<file path="src/rtl/pir_pkg.sv">
// Constants and types for the PHY interrupt, loopback and cable test registers
// Summary of operation
// - Link event interrupt enables at bits 11:8
// - Jabber status bit 7, clears on read
// - Receive error status bit 6, clears on read
// - Page received status bit 5, clears on read
// - Parallel detect fault bit 4, clears on read
// - Partner acknowledge status bit 3, clears on read
// - Link down status bit 2, clears on read
// - Remote fault status bit 1, clears on read
// - Link up status bit 0, clears on read
// - Loopback needs both control bits set
// - Test enable bit self-clears when test completes
// - Results valid once enable reads zero
// - Result field 14:13 encodes test outcome
// - Bit 12 flags cable under ten metres
// - Upper interrupt enables at bits 15:12
// - Polarity bit selects interrupt output level
package pir_pkg;
	// Register addresses
	localparam logic [4:0]  REG_BASIC      = 5'h00;
	localparam logic [4:0]  REG_ICS        = 5'h1b;
	localparam logic [4:0]  REG_FUNC       = 5'h1c;
	localparam logic [4:0]  REG_DIAG       = 5'h1d;
	localparam logic [4:0]  REG_CTRL2      = 5'h1f;
	// Field positions
	localparam int          BASIC_LOOP_BIT = 14;
	localparam int          ICS_EN_LSB     = 8;
	localparam int          FUNC_LOOP_BIT  = 5;
	localparam int          DIAG_EN_BIT    = 15;
	localparam int          DIAG_RES_LSB   = 13;
	localparam int          DIAG_SHORT_BIT = 12;
	localparam int          CTRL2_POL_BIT  = 9;
	// Values after reset
	localparam logic [7:0]  ICS_EN_RST     = 8'h00;
	localparam logic [7:0]  ICS_STAT_RST   = 8'h00;
	localparam logic [15:0] FUNC_RST       = 16'h0010;
	// Management frame: preamble ones, bits after start zero, data bits
	localparam logic [5:0]  PRE_ONES       = 6'h20;
	localparam logic [5:0]  HDR_LAST       = 6'h0c;
	localparam logic [5:0]  DATA_LAST      = 6'h0f;
	localparam logic [1:0]  OP_WR          = 2'b01;
	localparam logic [1:0]  OP_RD          = 2'b10;
	// Cable test duration, rounded up to whole cycles
	localparam int          CLK_PERIOD_NS  = 10;
	localparam int          DIAG_TIME_NS   = 1000;
	localparam int          DIAG_CYCLES    = (DIAG_TIME_NS + CLK_PERIOD_NS - 1) / CLK_PERIOD_NS;
	localparam logic [7:0]  DIAG_LOAD      = 8'(DIAG_CYCLES - 1);
	// Cable test outcome codes
	typedef enum logic [1:0] {
		RES_NORMAL = 2'b00,
		RES_OPEN   = 2'b01,
		RES_SHORT  = 2'b10,
		RES_FAIL   = 2'b11
	} pir_diag_res_e;
	// Management frame states
	typedef enum logic [3:0] {
		S_PRE  = 4'b0001,
		S_HDR  = 4'b0010,
		S_TA   = 4'b0100,
		S_DATA = 4'b1000
	} pir_mdio_st_e;
	// Cable test engine states
	typedef enum logic [1:0] {
		D_IDLE = 2'b01,
		D_RUN  = 2'b10
	} pir_diag_st_e;
endpackage : pir_pkg

</file>
<file path="src/rtl/pir_diag_if.sv">
// Signals between the register bank and the cable test engine
`timescale 1ns/1ps
`default_nettype none
interface pir_diag_if;
	logic       start;
	logic       busy;
	logic       done;
	logic [1:0] result;
	logic       short_cable;
	logic [1:0] fault_in;
	logic       short_in;
	modport ctl (output start, fault_in, short_in, input busy, done, result, short_cable);
	modport eng (input start, fault_in, short_in, output busy, done, result, short_cable);
endinterface : pir_diag_if
`default_nettype wire

</file>
<file path="src/rtl/pir_regs.sv">
// Management frame slave with interrupt, loopback and cable test registers
`timescale 1ns/1ps
`default_nettype none
module pir_regs
	import pir_pkg::*;
#(
	parameter logic [4:0] PHY_ADDR = 5'h01
) (
	// Clock and reset
	input  wire logic       clk_i,
	input  wire logic       sys_rst_i,
	// Management pins
	input  wire logic       mdc_i,
	input  wire logic       mdio_i,
	output logic            mdio_o,
	output logic            mdio_oe_n_o,
	// Line events, one bit per status flag
	input  wire logic [7:0] event_i,
	// Cable measurement from the analog front end
	input  wire logic [1:0] diag_fault_i,
	input  wire logic       diag_short_i,
	// Outputs to the rest of the PHY
	output logic            irq_o,
	output logic            loopback_o
);
	// Frame slave state
	logic         mdc_s1, mdc_s2, mdc_s3;
	logic         mdio_s1, mdio_s2;
	pir_mdio_st_e st, next_st;
	logic [5:0]   cnt, next_cnt;
	logic [12:0]  hdr, next_hdr;
	logic [15:0]  sh, next_sh;
	logic         hit, next_hit;
	logic         is_rd, next_rd;
	logic         next_mdio, next_oe_n;
	logic         rd_clr, next_rd_clr;
	logic         wr_stb, next_wr_stb;
	logic         mdc_rise;
	// Register bank state
	logic         loop_basic, next_loop_basic;
	logic [7:0]   ics_en, next_ics_en;
	logic [7:0]   stat, next_stat;
	logic [15:0]  func, next_func;
	logic         pol, next_pol;
	logic         diag_en, next_diag_en;
	logic         start, next_start;
	logic         next_irq, next_loop;
	logic [15:0]  rdata;
	logic [7:0]   clr;
	logic         wr_hit_diag;
	logic         pend;

	pir_diag_if dif();

	pir_diag u_diag (
		.clk_i     (clk_i),
		.sys_rst_i (sys_rst_i),
		.dif       (dif.eng)
	);

	assign dif.start    = start;
	assign dif.fault_in = diag_fault_i;
	assign dif.short_in = diag_short_i;

	// Only the second data stage feeds logic; the clock edge detect compares its second and third stages
	assign mdc_rise = mdc_s2 && !mdc_s3;

	// Frame sequencing; the slave samples and drives on rising clock edges
	always_comb begin
		next_st     = st;
		next_cnt    = cnt;
		next_hdr    = hdr;
		next_sh     = sh;
		next_hit    = hit;
		next_rd     = is_rd;
		next_mdio   = mdio_o;
		next_oe_n   = mdio_oe_n_o;
		next_rd_clr = 1'b0;
		next_wr_stb = 1'b0;
		if (mdc_rise) begin
			case (st)
				S_PRE: begin
					if (mdio_s2) begin
						if (cnt != PRE_ONES) begin
							next_cnt = cnt + 6'h01;
						end
					end else if (cnt == PRE_ONES) begin
						next_st  = S_HDR;
						next_cnt = 6'h00;
					end else begin
						next_cnt = 6'h00;
					end
				end
				S_HDR: begin
					next_hdr = {hdr[11:0], mdio_s2};
					if (cnt == HDR_LAST) begin
						next_st  = S_TA;
						next_cnt = 6'h00;
						next_rd  = (next_hdr[11:10] == OP_RD);
						// Second start bit, a known opcode and our address
						next_hit = next_hdr[12] && (next_hdr[9:5] == PHY_ADDR)
							&& (next_hdr[11:10] == OP_RD || next_hdr[11:10] == OP_WR);
					end else begin
						next_cnt = cnt + 6'h01;
					end
				end
				S_TA: begin
					if (cnt == 6'h00) begin
						next_cnt = 6'h01;
						if (hit && is_rd) begin
							next_oe_n   = 1'b0;
							next_mdio   = 1'b0;
							next_sh     = rdata;
							next_rd_clr = (hdr[4:0] == REG_ICS);
						end
					end else begin
						next_st  = S_DATA;
						next_cnt = 6'h00;
						if (hit && is_rd) begin
							next_mdio = sh[15];
							next_sh   = {sh[14:0], 1'b0};
						end
					end
				end
				S_DATA: begin
					next_sh = {sh[14:0], is_rd ? 1'b0 : mdio_s2};
					if (cnt == DATA_LAST) begin
						// Release the pin after the last data bit
						next_st     = S_PRE;
						next_cnt    = 6'h00;
						next_oe_n   = 1'b1;
						next_mdio   = 1'b0;
						next_wr_stb = hit && !is_rd;
					end else begin
						next_cnt  = cnt + 6'h01;
						next_mdio = is_rd ? sh[15] : 1'b0;
					end
				end
				default: begin
					next_st  = S_PRE;
					next_cnt = 6'h00;
				end
			endcase
		end
	end

	// Frame slave registers and pin synchronisers
	always_ff @(posedge clk_i) begin
		if (sys_rst_i) begin
			mdc_s1      <= 1'b0;
			mdc_s2      <= 1'b0;
			mdc_s3      <= 1'b0;
			mdio_s1     <= 1'b1;
			mdio_s2     <= 1'b1;
			st          <= S_PRE;
			cnt         <= 6'h00;
			hdr         <= 13'h0000;
			sh          <= 16'h0000;
			hit         <= 1'b0;
			is_rd       <= 1'b0;
			mdio_o      <= 1'b0;
			mdio_oe_n_o <= 1'b1;
			rd_clr      <= 1'b0;
			wr_stb      <= 1'b0;
		end else begin
			mdc_s1      <= mdc_i;
			mdc_s2      <= mdc_s1;
			mdc_s3      <= mdc_s2;
			mdio_s1     <= mdio_i;
			mdio_s2     <= mdio_s1;
			st          <= next_st;
			cnt         <= next_cnt;
			hdr         <= next_hdr;
			sh          <= next_sh;
			hit         <= next_hit;
			is_rd       <= next_rd;
			mdio_o      <= next_mdio;
			mdio_oe_n_o <= next_oe_n;
			rd_clr      <= next_rd_clr;
			wr_stb      <= next_wr_stb;
		end
	end

	// Read data; unmapped addresses read as zero
	always_comb begin
		rdata = 16'h0000;
		case (hdr[4:0])
			REG_BASIC: rdata[BASIC_LOOP_BIT] = loop_basic;
			REG_ICS:   rdata = {ics_en, stat};
			REG_FUNC:  rdata = func;
			REG_DIAG: begin
				// enable reads one until results are valid
				rdata[DIAG_EN_BIT] = diag_en;
				rdata[DIAG_RES_LSB +: 2] = dif.result;
				rdata[DIAG_SHORT_BIT] = dif.short_cable;
			end
			REG_CTRL2: rdata[CTRL2_POL_BIT] = pol;
			default:   rdata = 16'h0000;
		endcase
	end

	// Clear only the flags that the read actually reported
	assign clr = rd_clr ? sh[7:0] : 8'h00;

	for (genvar k = 0; k < 8; k++) begin : g_stat
		assign next_stat[k] = (stat[k] && !clr[k]) || event_i[k];
	end

	assign wr_hit_diag = wr_stb && (hdr[4:0] == REG_DIAG);
	assign pend        = |(stat & ics_en);

	// Register writes and derived outputs
	always_comb begin
		next_loop_basic = loop_basic;
		next_ics_en     = ics_en;
		next_func       = func;
		next_pol        = pol;
		if (wr_stb) begin
			case (hdr[4:0])
				REG_BASIC: next_loop_basic = sh[BASIC_LOOP_BIT];
				REG_ICS:   next_ics_en = sh[15:ICS_EN_LSB];
				REG_FUNC:  next_func = sh;
				REG_CTRL2: next_pol = sh[CTRL2_POL_BIT];
				default:   next_func = func;
			endcase
		end
		// start on write of one, cleared at completion
		next_start   = wr_hit_diag && sh[DIAG_EN_BIT] && !diag_en;
		next_diag_en = (diag_en && !dif.done) || next_start;
		next_irq  = pol ? pend : !pend;
		next_loop = loop_basic && func[FUNC_LOOP_BIT];
	end

	// Register bank flip-flops
	always_ff @(posedge clk_i) begin
		if (sys_rst_i) begin
			loop_basic <= 1'b0;
			ics_en     <= ICS_EN_RST;
			stat       <= ICS_STAT_RST;
			func       <= FUNC_RST;
			pol        <= 1'b0;
			diag_en    <= 1'b0;
			start      <= 1'b0;
			irq_o      <= 1'b1;
			loopback_o <= 1'b0;
		end else begin
			loop_basic <= next_loop_basic;
			ics_en     <= next_ics_en;
			stat       <= next_stat;
			func       <= next_func;
			pol        <= next_pol;
			diag_en    <= next_diag_en;
			start      <= next_start;
			irq_o      <= next_irq;
			loopback_o <= next_loop;
		end
	end
endmodule : pir_regs
`default_nettype wire

</file>
<file path="src/rtl/pir_diag.sv">
// Cable test engine: timed run, then latches outcome and short cable flag
`timescale 1ns/1ps
`default_nettype none
module pir_diag
	import pir_pkg::*;
(
	// Clock and reset
	input  wire logic clk_i,
	input  wire logic sys_rst_i,
	// Register bank side
	pir_diag_if.eng   dif
);
	pir_diag_st_e st, next_st;
	logic [7:0]   cnt, next_cnt;
	logic         done, next_done;
	logic [1:0]   res, next_res;
	logic         shrt, next_shrt;

	// Next state of the engine
	always_comb begin
		next_st   = st;
		next_cnt  = cnt;
		next_done = 1'b0;
		next_res  = res;
		next_shrt = shrt;
		case (st)
			D_IDLE: begin
				if (dif.start) begin
					next_st  = D_RUN;
					next_cnt = DIAG_LOAD;
				end
			end
			D_RUN: begin
				if (cnt == 8'h00) begin
					next_res  = dif.fault_in;
					next_shrt = dif.short_in;
					next_done = 1'b1;
					next_st   = D_IDLE;
				end else begin
					next_cnt = cnt - 8'h01;
				end
			end
			default: next_st = D_IDLE;
		endcase
	end

	// Engine registers
	always_ff @(posedge clk_i) begin
		if (sys_rst_i) begin
			st   <= D_IDLE;
			cnt  <= 8'h00;
			done <= 1'b0;
			res  <= RES_NORMAL;
			shrt <= 1'b0;
		end else begin
			st   <= next_st;
			cnt  <= next_cnt;
			done <= next_done;
			res  <= next_res;
			shrt <= next_shrt;
		end
	end

	assign dif.busy        = (st == D_RUN);
	assign dif.done        = done;
	assign dif.result      = res;
	assign dif.short_cable = shrt;

	localparam int DONE_DLY = DIAG_CYCLES + 1;
endmodule : pir_diag
`default_nettype wire

</file>
<file path="config.mk">
export PLATFORM = sky130hd
export DESIGN_NAME = pir_regs
export DESIGN_NICKNAME = d
export VERILOG_FILES = /design/src/rtl/pir_pkg.sv /design/src/rtl/pir_diag_if.sv /design/src/rtl/pir_regs.sv /design/src/rtl/pir_diag.sv
export SDC_FILE = /design/constraint.sdc
export NUM_CORES = 1
export LEC_CHECK = 0
export BUFFER_PORTS_ARGS = -buffer_cell sky130_fd_sc_hd__buf_4
export CELL_PAD_IN_SITES_DETAIL_PLACEMENT = 0
export CELL_PAD_IN_SITES_GLOBAL_PLACEMENT = 1
export CORE_MARGIN = 2
export CORE_UTILIZATION = 25
export DETAILED_ROUTE_END_ITERATION = 10
export PLACE_DENSITY = 0.46
export SLEW_MARGIN = 20
export SYNTH_ARGS = -nofsm -noshare
export SYNTH_HDL_FRONTEND = slang
export SYNTH_HIERARCHICAL = 1
export SYNTH_SLANG_ARGS = --single-unit
</file>
<file path="constraint.sdc">
create_clock -name clk_i -period 2.4 [get_ports clk_i]
set_input_delay 0.48 -clock clk_i [delete_from_list [all_inputs] [get_ports clk_i]]
set_output_delay 0.48 -clock clk_i [all_outputs]
set_load 0.05 [all_outputs]
</file>
# Word-level counts from Yosys, hierarchy flattened
# Cells that the tools add are included.
dict set report word_totals {
  reg_bits 101
  in_bits 15
  output_inout_bits 4
  wordCells 171
}
dict set report op_classes {
  addsub 2
  n_eq_ne 28
  mux 41
  bitwise_logic 8
  n_reduce_logical 63
}
# op count
set op_table {}
lappend op_table {{$mux 16} 3}
lappend op_table {{$pmux 16 s2} 1}
lappend op_table {{$mux 6} 4}
lappend op_table {{$mux 8} 3}
lappend op_table {{$pmux 6 s4} 1}
lappend op_table {{$eq 5x5->1 const B} 4}
lappend op_table {{$mux 4} 5}
lappend op_table {{$logic_and 1x1->1} 18}
lappend op_table {{$ne 2x2->1 const B} 9}
lappend op_table {{$pmux 9 s2} 1}
lappend op_table {{$pmux 4 s4} 1}
lappend op_table {{$pmux 8 s2} 1}
lappend op_table {{$reduce_and 2->1} 8}
lappend op_table {{$logic_not 1->1} 13}
lappend op_table {{$eq 6x4->1 const B} 2}
lappend op_table {{$mux 1} 11}
lappend op_table {{$logic_or 1x1->1} 10}
lappend op_table {{$reduce_and 3->1} 3}
lappend op_table {{$and 8x8->8} 1}
lappend op_table {{$logic_not 8->1} 1}
lappend op_table {{$pmux 2 s2} 2}
lappend op_table {{$reduce_or 8->1} 1}
lappend op_table {{$sub 8x1->8 const B} 1}
lappend op_table {{$not 1->1} 7}
lappend op_table {{25 further kinds} 31}

# Longest topological paths before layout
dict set report logic_depth {
  word_depth 5
  mapped_depth 8
  ltp_nobuf 6
}

# By module
# The synthesis kept the hierarchy.
# module n_inst cells_per_inst area_per_inst_um2 seq_area_each_um2
set by_module_without_submodules {}
lappend by_module_without_submodules {pir_regs 1 486 4010.1 1741.7}
lappend by_module_without_submodules {pir_diag 1 70 646.9 280.3}

# Worst setup path before layout
# No wires, ideal clock.
dict set report synth_timing {
  path_type {flip-flop to flip-flop}
  startpoint {reg cnt[0] (netlist name)}
  endpoint {reg st[0] (netlist name)}
  setup_time_ns 0.122
  arrival_ns 2.098
  required_time_ns 2.278
  slack_ns 0.181
  stages_incl_launch_ff 7
  path_buffers 0
  path_cell_list {dfxtp_1 > inv_1 > ha_1 > or4b_4 > o31a_1 > or4b_4 > a221o_1}
}

==> impl_metrics.json <==
{
  "cp.required_ns": 2.64,
  "synth_edf_count": 0,
  "cts_hold_buf": 0,
  "htree_num_levels": 3,
  "status": "completed",
  "grt.overflow.total": 0,
  "p_leak_nw": 1.92,
  "p_clk_frac": 0.446,
  "core-area_um2": 18100,
  "fin_nets": 599,
  "initial_core_util": 0.257,
  "slew_headroom": 0.433,
  "drt-total-wl_um": 14100,
  "endpoint": "st[0]",
  "vias_per_cell": 5.09,
  "setup_tns_ns": 0,
  "synth_ff_type": "dfxtp_1",
  "drv_cap": 0,
  "period_needed_ns": 2.31,
  "ys_warn_count": 6,
  "end_kind": "flip-flop",
  "critical_path_class": "reg -> reg",
  "clk_latency_ns": 0.35,
  "grt_setup_unrepaired": "false",
  "r2r_start": "cnt[0]",
  "layout.cells.non_filler": 813,
  "rows": 49,
  "avgSynthCellArea_um2": 8.38,
  "avgRoutedWirePerCell_um": 17.4,
  "finClkSkew_ns": 0.00897,
  "place.gp.congestion": 0.785,
  "hp-class": "in -> reg",
  "p_seq_frac": 0.507,
  "cts_buffer_depth": 2,
  "max_freq_ghz": 0.433,
  "syn-cell-area_um2": 4660,
  "reg2reg_slack_ns": 0.09,
  "slew_violations": 0,
  "cts_made_buffers": 9,
  "period_share": 0.962,
  "p_sw_mw": 0.756,
  "post-place-ws_ns": 0.0626,
  "swShare": 0.224,
  "p_comb_frac": 0.047,
  "irDropWorstVdd_uv": 335,
  "layout_setup_ws_ns": 0.0912,
  "clk_pin_slew_ns": 0.07,
  "port-buffer-count": 18,
  "ios": 19,
  "postRouteAntennaNets": 0,
  "finalPower_mw": 3.38,
  "diodes": 0,
  "min_from": "mdio_i",
  "grt_use_total": 0.149,
  "worstPathArrival_ns": 2.55,
  "final_hold_viol_count": 0,
  "die-height_um": 140,
  "synthCells": 556,
  "p_int_mw": 2.62,
  "first_global_vias": 4129,
  "place_inst": 796,
  "num_vias": 4141,
  "worstReg2RegEnd": "st[0]",
  "worstPathMaxFanout": 4,
  "ys_seq_area_frac": 0.434,
  "synth_fp_nets": 576,
  "dp_hpwl_um": 9930,
  "die_area_um2": 19700,
  "setup_viol": 0,
  "antenna_found_initial": 0,
  "drtPass1Iterations": 6,
  "grt_first_pass_wirelength_um": 23300,
  "clock_sinks": 101,
  "startpoint": "cnt[0]",
  "drc": 0,
  "yosys.cell_types.count": 61,
  "cts_tree": "done",
  "drtIter0Drc": 214,
  "start_kind": "flip-flop",
  "reg2reg_depth": 6,
  "cts-root-buf": "clkbuf_16",
  "powerDensity_nw_per_um2": 614,
  "die_w_um": 140,
  "area_growth_pct": 18.1,
  "synth_seq_cells": 101,
  "drive_above_1_share": 0.142,
  "synthArstFlopShare": 0,
  "tightest_slew_ns": 0.829,
  "grt_max_degree": 49
}
==> synth_stat cells, types with 4 or more instances <==
master	number	area, um2
ha_1	5	62.6
nor3b_1	5	37.5
a221oi_1	11	96.3
and3_1	11	68.8
a22oi_1	4	30.0
buf_1	4	15.0
nand4_1	4	25.0
clkbuf_1	29	109
nor4_1	4	25.0
nor2b_1	5	31.3
a21oi_1	45	225
buf_2	6	30.0
nor4b_1	6	52.6
o32ai_1	13	114
nor3_1	9	45.0
o21ai_0	8	40.0
nand3_1	17	85.1
nand2b_1	8	50.1
nand2_1	95	357
nor2_1	52	195
o311ai_0	7	61.3
inv_1	14	52.6
dfxtp_1	101	2020
mux2i_1	21	210
a31oi_1	9	56.3
xor2_1	5	43.8
==> cells by family after synthesis <==
kind of cell / Yosys count / share of synthesized area
xor gates and xnor gates: 5 / 0.00940
and+or+nand+nor: 243 / 0.260
AOI/OAI and AO/OA: 127 / 0.192
DFF: 101 / 0.434
muxes: 21 / 0.0451
adders and majority gates: 5 / 0.0134
buffers and inverters: 54 / 0.0459
==> power by group through the flow <==
stage	Clock, mW	Combinational, mW	Sequential (mW)
CTS	1.57	0.157	1.71
finish	1.51	0.158	1.71
global route	1.64	0.173	1.71
global placement	0	0.156	1.75
floorplan	0	0.0873	1.75
detailed placement	0	0.156	1.75
==> layout by cell type (no fill, tap or decap), types with 9 or more instances in the layout <==
cell type    n
dfxtp_1    101
nand2_1     95
nor2_1      52
buf_4       52
a21oi_1     45
mux2i_1     21
nand3_1     17
inv_1       13
o32ai_1     13
and3_1      11
a221oi_1    11
a31oi_1      9
clkbuf_16    9
==> worst min-delay path by stage <==
| stage | to | slack [ns] | depth (start not counted) |
|---|---|---|---|
| floorplan | mdio_s2 | 0.39 | 1 |
| CTS | mdio_s1 | 0.30 | 2 |
| global placement | mdio_s2 | 0.42 | 1 |
| detailed placement | mdio_s2 | 0.41 | 1 |
| finish | mdio_s1 | 0.32 | 2 |
| global route | mdio_s1 | 0.31 | 2 |
==> layout make-up <==
class	instances	area, um2
clock buffers	13	260
clock inverters	3	43.8
fillers	1951	12600
inverters	14	52.6
multi-input cells	401	2440
flip-flops and latches	101	2020
well taps	229	287
repair buffers	52	390
==> sequential cells by signal, summed over array words and instances, names as in the netlist, 2 cells and up <==
register	cells
st	4
stat	8
cnt	6
u_diag/dif.result	2
ics_en	8
hdr	12
u_diag/cnt	8
sh	16
func	16
u_diag/st	2
==> metal layers <==
metal,routed length (um),GRT usage,vias to the layer above
met5,0,0,-
met2,6650,0.244,72
met4,212,0.0453,0
met1,6770,0.201,1995
met3,487,0.0280,16
li1,-,-,2058
==> per-stage QoR <==
step                      area [um2]   util  hold slack (ns)
after floorplan                 4660      -            0.389
after global placement          5180  0.286            0.421
after detailed placement        5180  0.286            0.414
after CTS                       5490  0.302            0.305
after global routing            5500  0.303            0.313
final                           5500  0.303            0.317
==> repair_timing <==
action	CTS	global route
buffers inserted	0	1
setup endpoints to repair	0	10
resized for setup	0	2
==> critical path, cell delays in order, from the launching register on <==
cell and delay, ns:
dfxtp_1 0.34, inv_2 0.08, ha_1 0.17, or4b_4 0.48
o31a_1 0.26, or4b_4 0.52, a221o_1 0.36
No activity file was read; power rests on OpenSTA's default activity.
